==> config.mk <==
export PLATFORM = sky130hd
export DESIGN_NAME = pio_top
export DESIGN_NICKNAME = d
export VERILOG_FILES = /design/src/pio_pkg.sv /design/src/pio_port_slice.sv /design/src/pio_top.sv
export VERILOG_INCLUDE_DIRS = /design/src /design/src/src
export SDC_FILE = /design/constraint.sdc
export NUM_CORES = 1
export LEC_CHECK = 0
export ABC_AREA = 1
export BUFFER_PORTS_ARGS = -buffer_cell sky130_fd_sc_hd__buf_2
export CORE_UTILIZATION = 40
export CTS_CLUSTER_DIAMETER = 80
export DETAILED_ROUTE_END_ITERATION = 16
export SYNTH_ARGS = -nofsm -noshare
export SYNTH_HDL_FRONTEND = slang
export SYNTH_SLANG_ARGS = --single-unit
export TNS_END_PERCENT = 5
==> constraint.sdc <==
create_clock -name clk_sys -period 3.55 [get_ports clk_sys]
set_input_delay 0.1775 -clock clk_sys [delete_from_list [all_inputs] [get_ports clk_sys]]
set_output_delay 0.1775 -clock clk_sys [all_outputs]
set_load 0.01 [all_outputs]
==> src/pio_defs.svh <==
// Constants for the programmable I/O port block
`ifndef PIO_DEFS_SVH
`define PIO_DEFS_SVH

`define PIO_NUM_PORTS 8
`define PIO_PORT_W 8
`define PIO_ADDR_W 8
`define PIO_PULL_W 16
`define PIO_GRP_W 4

`define PIO_GRP_DATA 4'h0
`define PIO_GRP_DIR 4'h1
`define PIO_GRP_CTL 4'h2
`define PIO_IDX_PULL0 4'h0
`define PIO_IDX_PULL1 4'h1
`define PIO_IDX_PCTL 4'h2
`define PIO_IDX_PROT 4'h3

`define PIO_UPPER_PORT 1
`define PIO_PROT_PORT 7
`define PIO_BUS_PORT_LAST 5

`define PIO_PCTL_UPRD 0
`define PIO_PROT_DIR 0

`define PIO_MODE_SINGLE 2'h0
`define PIO_MODE_MEMEXP 2'h1
`define PIO_MODE_MPU 2'h2

`define PIO_RST_BYTE 8'h00
`define PIO_RST_PULL 16'h0000

`endif

==> src/pio_pkg.sv <==
// Types shared by the programmable I/O port block
`include "pio_defs.svh"
package pio_pkg;
  typedef logic [`PIO_PORT_W-1:0] pio_byte_t;

  typedef struct packed {
    pio_byte_t latch;
    pio_byte_t dir;
    pio_byte_t out;
    pio_byte_t oe;
    pio_byte_t pull;
  } pio_slice_st_t;

  typedef struct packed {
    logic [`PIO_PULL_W-1:0] pull;
    pio_byte_t pctl;
    pio_byte_t prot;
    pio_byte_t rdata;
  } pio_top_st_t;
endpackage : pio_pkg

==> src/pio_port_slice.sv <==
// One eight-pin port: latch, direction, pin drive and pull-up
`include "pio_defs.svh"
module pio_port_slice (
  input wire logic clk_sys, // System clock
  input wire logic resetn, // Asynchronous reset, active low
  input wire logic data_we, // Port register write
  input wire logic dir_we, // Direction register write, already permitted
  input wire logic [`PIO_PORT_W-1:0] wdata, // Write data
  input wire logic [`PIO_PORT_W-1:0] pin_in, // Pin levels
  input wire logic [1:0] pull_grp, // Pull-up group enables, high nibble in 1
  input wire logic pull_allow, // Pull-up bits honoured
  input wire logic latch_rd_all, // Read latch on every pin
  input wire logic [`PIO_PORT_W-1:0] periph_en, // Peripheral owns pin
  input wire logic [`PIO_PORT_W-1:0] periph_dat, // Peripheral level
  output logic [`PIO_PORT_W-1:0] rd_val, // Value a port read returns
  output logic [`PIO_PORT_W-1:0] dir_val, // Direction register contents
  output logic [`PIO_PORT_W-1:0] pin_out, // Pin output level
  output logic [`PIO_PORT_W-1:0] pin_oe, // Pin output enable
  output logic [`PIO_PORT_W-1:0] pull_en // Pull-up connect
);
  pio_pkg::pio_slice_st_t s;
  pio_pkg::pio_slice_st_t next_s;
  pio_pkg::pio_byte_t grp_mask;

  always_comb begin
    next_s = s;
    if (data_we) begin
      next_s.latch = wdata;
    end
    if (dir_we) begin
      next_s.dir = wdata;
    end
    next_s.out = (periph_en & periph_dat) | (~periph_en & next_s.latch);
    next_s.oe = next_s.dir | periph_en;
    grp_mask = {{`PIO_GRP_W{pull_grp[1]}}, {`PIO_GRP_W{pull_grp[0]}}};
    // A pin driven by a peripheral is an output, so it gets no pull-up
    next_s.pull = grp_mask & ~next_s.oe & {`PIO_PORT_W{pull_allow}};
  end

  always_ff @(posedge clk_sys or negedge resetn) begin
    if (!resetn) begin
      s <= '{`PIO_RST_BYTE, `PIO_RST_BYTE, `PIO_RST_BYTE, `PIO_RST_BYTE,
             `PIO_RST_BYTE};
    end else begin
      s <= next_s;
    end
  end

  // Output bits read the latch; input bits read the pin, or the latch when latch_rd_all is set
  assign rd_val = latch_rd_all ? s.latch :
                  ((s.dir & s.latch) | (~s.dir & pin_in));
  assign dir_val = s.dir;
  assign pin_out = s.out;
  assign pin_oe = s.oe;
  assign pull_en = s.pull;
endmodule : pio_port_slice

==> src/pio_top.sv <==
// Programmable I/O port block: register port, eight ports of eight pins
`include "pio_defs.svh"
module pio_top (
  input wire logic clk_sys, // System clock, 125 MHz
  input wire logic resetn, // Asynchronous reset, active low
  input wire logic [`PIO_ADDR_W-1:0] addr, // Register address
  input wire logic [`PIO_PORT_W-1:0] wdata, // Write data
  input wire logic wr, // Write strobe
  input wire logic rd, // Read strobe
  output logic [`PIO_PORT_W-1:0] rdata, // Read data, cycle after rd
  input wire logic [1:0] proc_mode, // Processor mode
  input wire logic bus_8bit, // External bus is 8 bits wide
  input wire logic [`PIO_NUM_PORTS*`PIO_PORT_W-1:0] pin_in, // Pin levels
  input wire logic [`PIO_NUM_PORTS*`PIO_PORT_W-1:0] periph_en, // Periph owns
  input wire logic [`PIO_NUM_PORTS*`PIO_PORT_W-1:0] periph_dat, // Periph lvl
  output logic [`PIO_NUM_PORTS*`PIO_PORT_W-1:0] pin_out, // Pin drive level
  output logic [`PIO_NUM_PORTS*`PIO_PORT_W-1:0] pin_oe, // Pin drive enable
  output logic [`PIO_NUM_PORTS*`PIO_PORT_W-1:0] pull_en // Pull-up connect
);
  localparam int NP = `PIO_NUM_PORTS;
  localparam int PW = `PIO_PORT_W;

  pio_pkg::pio_top_st_t s;
  pio_pkg::pio_top_st_t next_s;

  logic [3:0] a_grp;
  logic [3:0] a_idx;
  logic bus_mode;
  logic upper_latch_rd;
  logic [PW-1:0] rd_val [NP];
  logic [PW-1:0] dir_val [NP];

  assign a_grp = addr[7:4];
  assign a_idx = addr[3:0];
  assign bus_mode = (proc_mode == `PIO_MODE_MEMEXP) ||
                    (proc_mode == `PIO_MODE_MPU);
  // Select bit is dead unless the external bus is 8 bits wide
  assign upper_latch_rd = s.pctl[`PIO_PCTL_UPRD] & bus_8bit & bus_mode;

  genvar gi;
  generate
    for (gi = 0; gi < NP; gi++) begin : g_port
      logic data_we;
      logic dir_we;
      logic dir_hit;
      logic pull_allow;
      logic latch_rd_all;

      assign data_we = wr && (a_grp == `PIO_GRP_DATA) &&
                       (a_idx == 4'(gi));
      assign dir_hit = wr && (a_grp == `PIO_GRP_DIR) && (a_idx == 4'(gi));
      if (gi == `PIO_PROT_PORT) begin : g_prot
        assign dir_we = dir_hit && s.prot[`PIO_PROT_DIR];
      end else begin : g_free
        assign dir_we = dir_hit;
      end
      if (gi <= `PIO_BUS_PORT_LAST) begin : g_bus
        assign pull_allow = !bus_mode;
      end else begin : g_nobus
        assign pull_allow = 1'b1;
      end
      if (gi == `PIO_UPPER_PORT) begin : g_upper
        assign latch_rd_all = upper_latch_rd;
      end else begin : g_plain
        assign latch_rd_all = 1'b0;
      end

      pio_port_slice u_slice (
        .clk_sys(clk_sys),
        .resetn(resetn),
        .data_we(data_we),
        .dir_we(dir_we),
        .wdata(wdata),
        .pin_in(pin_in[gi*PW +: PW]),
        // Next pull bits, so a pull write lands on the pins at its own edge
        .pull_grp(next_s.pull[gi*2 +: 2]),
        .pull_allow(pull_allow),
        .latch_rd_all(latch_rd_all),
        .periph_en(periph_en[gi*PW +: PW]),
        .periph_dat(periph_dat[gi*PW +: PW]),
        .rd_val(rd_val[gi]),
        .dir_val(dir_val[gi]),
        .pin_out(pin_out[gi*PW +: PW]),
        .pin_oe(pin_oe[gi*PW +: PW]),
        .pull_en(pull_en[gi*PW +: PW])
      );
    end
  endgenerate

  always_comb begin
    next_s = s;
    next_s.rdata = `PIO_RST_BYTE;
    if (wr && (a_grp == `PIO_GRP_CTL)) begin
      case (a_idx)
        `PIO_IDX_PULL0: next_s.pull[PW-1:0] = wdata;
        `PIO_IDX_PULL1: next_s.pull[2*PW-1:PW] = wdata;
        `PIO_IDX_PCTL: next_s.pctl = wdata;
        `PIO_IDX_PROT: next_s.prot = wdata;
        default: next_s.pctl = s.pctl;
      endcase
    end
    // Read data stands one cycle only; unmapped addresses read zero
    if (rd) begin
      case (a_grp)
        `PIO_GRP_DATA: begin
          if (a_idx < 4'(NP)) begin
            next_s.rdata = rd_val[a_idx[2:0]];
          end
        end
        `PIO_GRP_DIR: begin
          if (a_idx < 4'(NP)) begin
            next_s.rdata = dir_val[a_idx[2:0]];
          end
        end
        `PIO_GRP_CTL: begin
          case (a_idx)
            `PIO_IDX_PULL0: next_s.rdata = s.pull[PW-1:0];
            `PIO_IDX_PULL1: next_s.rdata = s.pull[2*PW-1:PW];
            `PIO_IDX_PCTL: next_s.rdata = s.pctl;
            `PIO_IDX_PROT: next_s.rdata = s.prot;
            default: next_s.rdata = `PIO_RST_BYTE;
          endcase
        end
        default: next_s.rdata = `PIO_RST_BYTE;
      endcase
    end
  end

  always_ff @(posedge clk_sys or negedge resetn) begin
    if (!resetn) begin
      s <= '{`PIO_RST_PULL, `PIO_RST_BYTE, `PIO_RST_BYTE, `PIO_RST_BYTE};
    end else begin
      s <= next_s;
    end
  end

  assign rdata = s.rdata;
endmodule : pio_top
==> flow_summary.toml <==
[run_status]
status = "finished clean"

[worst_setup_path]
max_stage_delay_ps = 580
critical_path_buf_inv_count = 4
required_ps = 4040
cp_common_cell = "nor2_1"
crit_cells = 11
path_cells = "buf_2, inv_2, nor2_1, buf_4, nand2_1, nor2_2, nor2_1, a21oi_1, nor2_1, a21oi_1, dlygate4sd3_1"
path_max_fanout = 19
end_kind = "flip-flop"
crit_slowest_cell = "dlygate4sd3_1"
cp_top_family = "buffers and inverters"
setup.worst_path.start = "addr[1]"
endpoint = "g_port[6].u_slice.pin_out[6]"
start_kind = "input pin"
worstReg2RegEnd = "rdata[4]"
reg2reg_slack_ps = 1620
critPathArrivalTime_ps = 3170
reg2reg_depth = 9
worstReg2RegStart = "s[16]"
crit_type = "in2reg"

[cts]
post_cts_buffers = 0
cts_tree = "done"
cts_sinks = 360
cts_root_buf = "clkbuf_16"
numCtsBuffers = 42
clockBufferDepth = 3
clock_latency_ps = 560
cts_resized = 0
htreeDepth = 2
ctsHoldBuffers = 138
path_clk_slew_ps = 60

[sta]
finalSetupTns_ps = 0
slew_headroom_pct = 31.5
period_share_pct = 75.3
worst_slack_ps = 878
whs_ps = 48.2
worst_pin_slew_ps = 1020
hold_viol_final = 0
rsz0062_at_grt = "false"
finalSetupViolCount = 0
clock.fmax_mhz = 374
skew_ps = 9.55
drv_slew = 0
finalCriticalPeriod_ps = 2670

[route]
post_drt_wl_per_cell_um = 20.7
ant_nets = 0
dr.pass1.iters = 6
vias = 13678
drt_iter0_drc = 1006
viasPerCell = 4.88
met1_length_um = 23500
wl_met2_um = 28400
met3_length_um = 3990
wl_um = 57900
route.top_layer_used = "met5"
remaining_drc_errors = 0

[grt]
grt_pass1_vias = 13887
grt_pass1_wl_um = 84100
grt_max_degree = 122
grt.overflow.total = 0
gr-usage-all-layers_pct = 27.4
antenna_found_initial = 11

[floorplanning]
rows = 73
core_area_um2 = 40200
die_area_um2 = 42000
io_pins = 415
start_util_pct = 41.0
die_y_um = 205
fp.dieW_um = 205

[finish]
nets = 2451
final_cells = 2801
synthToLayoutAreaGrowth_pct = 25.2
fill_cells = 3753
multi_input_area_um2 = 5020
drive_gt1_share_pct = 25.8
regArea_um2 = 9010

[synthesis]
synth.most_common_cell = "nand2_1"
ys_seq_area_share_pct = 54.7
synth-simple-area-share_pct = 20.9
synth_edf_count = 0
syn_area_per_cell_um2 = 8.77
synth_cell_types = 29
synth_commonest_cells = "nand2_1, dfrtp_1, buf_4"
synthTopCellsByArea = "dfrtp_1, nand2_1, buf_4"
syn-cell-area_um2 = 16500
ys_seq_elements = 360
synth_fp_nets = 2092
synth_compound_area_share_pct = 9.01
synthMuxAreaShare_pct = 0.547
synthAdderAreaFrac_pct = 0
synth_xor_area_share_pct = 0
ys_dominant_reg_cell = "dfrtp_1"
async_reset_ff_share_pct = 100
synth_top_family_by_area = "simple AND/OR/NAND/NOR gates"
synth_warnings = 0
netlist.area_leader.share_pct = 54.7
syn_inst = 1877
synth_area_leader_cell = "dfrtp_1"

[power_and_ir_drop]
cellLeakagePower_nw = 10.4
vdd_ir_drop_max_mv = 0.346
power_density_nw_per_um2 = 522
finalPower_mw = 10.8

[run]
drv_cap = 0

[hold_path]
hp-class = "in2reg"

[place]
gp_congestion = 0.896
dpl_worst_slack_ps = 772
portBuffers = 414
place_inst = 2579
hpwl_um = 41900
[worst reg2reg max path, cell delays in order (launching register included)]
cell	delay, ps
dfrtp_1	370
nand2_1	60
nand3b_1	600
nand2_1	240
nand2_1	80
nand3_1	90
nand2_1	140
nand2_1	90
nand2_1	50
a21oi_1	140
[registers in the layout (all words and copies together), names as in the netlist]
signal	count
s	32
g_port.u_slice.dir_val	64
g_port.u_slice.pull_en	64
g_port.u_slice.s	64
rdata	8
g_port.u_slice.pin_oe	64
g_port.u_slice.pin_out	64
[how the worst min path moves through the flow]
stage	cells after the start	end	slack, ps	start
2_1_floorplan	0	g_port[0].u_slice.dir_val[0]	-120	resetn
3_3_place_gp	1	g_port[3].u_slice.pin_oe[4]	360	resetn
3_5_place_dp	1	g_port[3].u_slice.pin_oe[4]	370	resetn
4_1_cts	3	g_port[4].u_slice.dir_val[6]	20	wdata[6]
5_1_grt	3	g_port[4].u_slice.dir_val[6]	40	wdata[6]
6_report	3	g_port[4].u_slice.dir_val[6]	50	wdata[6]
[layout make-up]
cell class,instances,area share (%)
sequential,360,43.7
multi-input combinational,1091,24.3
timing repair buffer,569,17.6
clock buffer,59,6.06
tap,525,3.19
inverter,172,3.13
clock inverter,18,1.86
antenna,7,0.0850
[power by group]
part | total [mW] | leakage (nW) | internal [mW] | switching, mW
combinational | 1.25 | 5.34 | 0.478 | 0.771
sequential | 4.46 | 4.27 | 4.34 | 0.125
clock | 5.05 | 0.791 | 3.26 | 1.79
[per-layer routing]
layer | GRT usage [%] | vias to the layer above
met2 | 46.8 | 545
met5 | 0 | -
met1 | 34.6 | 6586
met4 | 10.1 | 6
met3 | 5.11 | 124
li1 | - | 6417
[layout by cell type (no fill, tap or decap), types with 32 or more instances in the layout]
master         instances
or2_2                 32
dfrtp_1              360
clkbuf_16             45
o21ai_0              106
nor2_1               194
dlygate4sd3_1        138
nand3_1               83
buf_2                413
nand2_1              422
a21oi_1              145
or2_1                 32
inv_1                164
[per-stage QoR]
step                cell area [um^2]  utilization [%]
floorplan                      16500                -
global placement               17600             43.7
detailed placement             17600             43.7
CTS                            20600             51.2
global route                   20600             51.3
finish                         20600             51.3
[logic make-up (layout without fill, tap and decap cells)]
family                 after synthesis  count (layout)
and+or+nand+nor                    799             799
muxes                                8               8
buffers and inverters              426             818
AOI/OAI and AO/OA                  284             284
DFF                                360             360
other                                0               7
No activity file was read; power rests on OpenSTA's default activity.
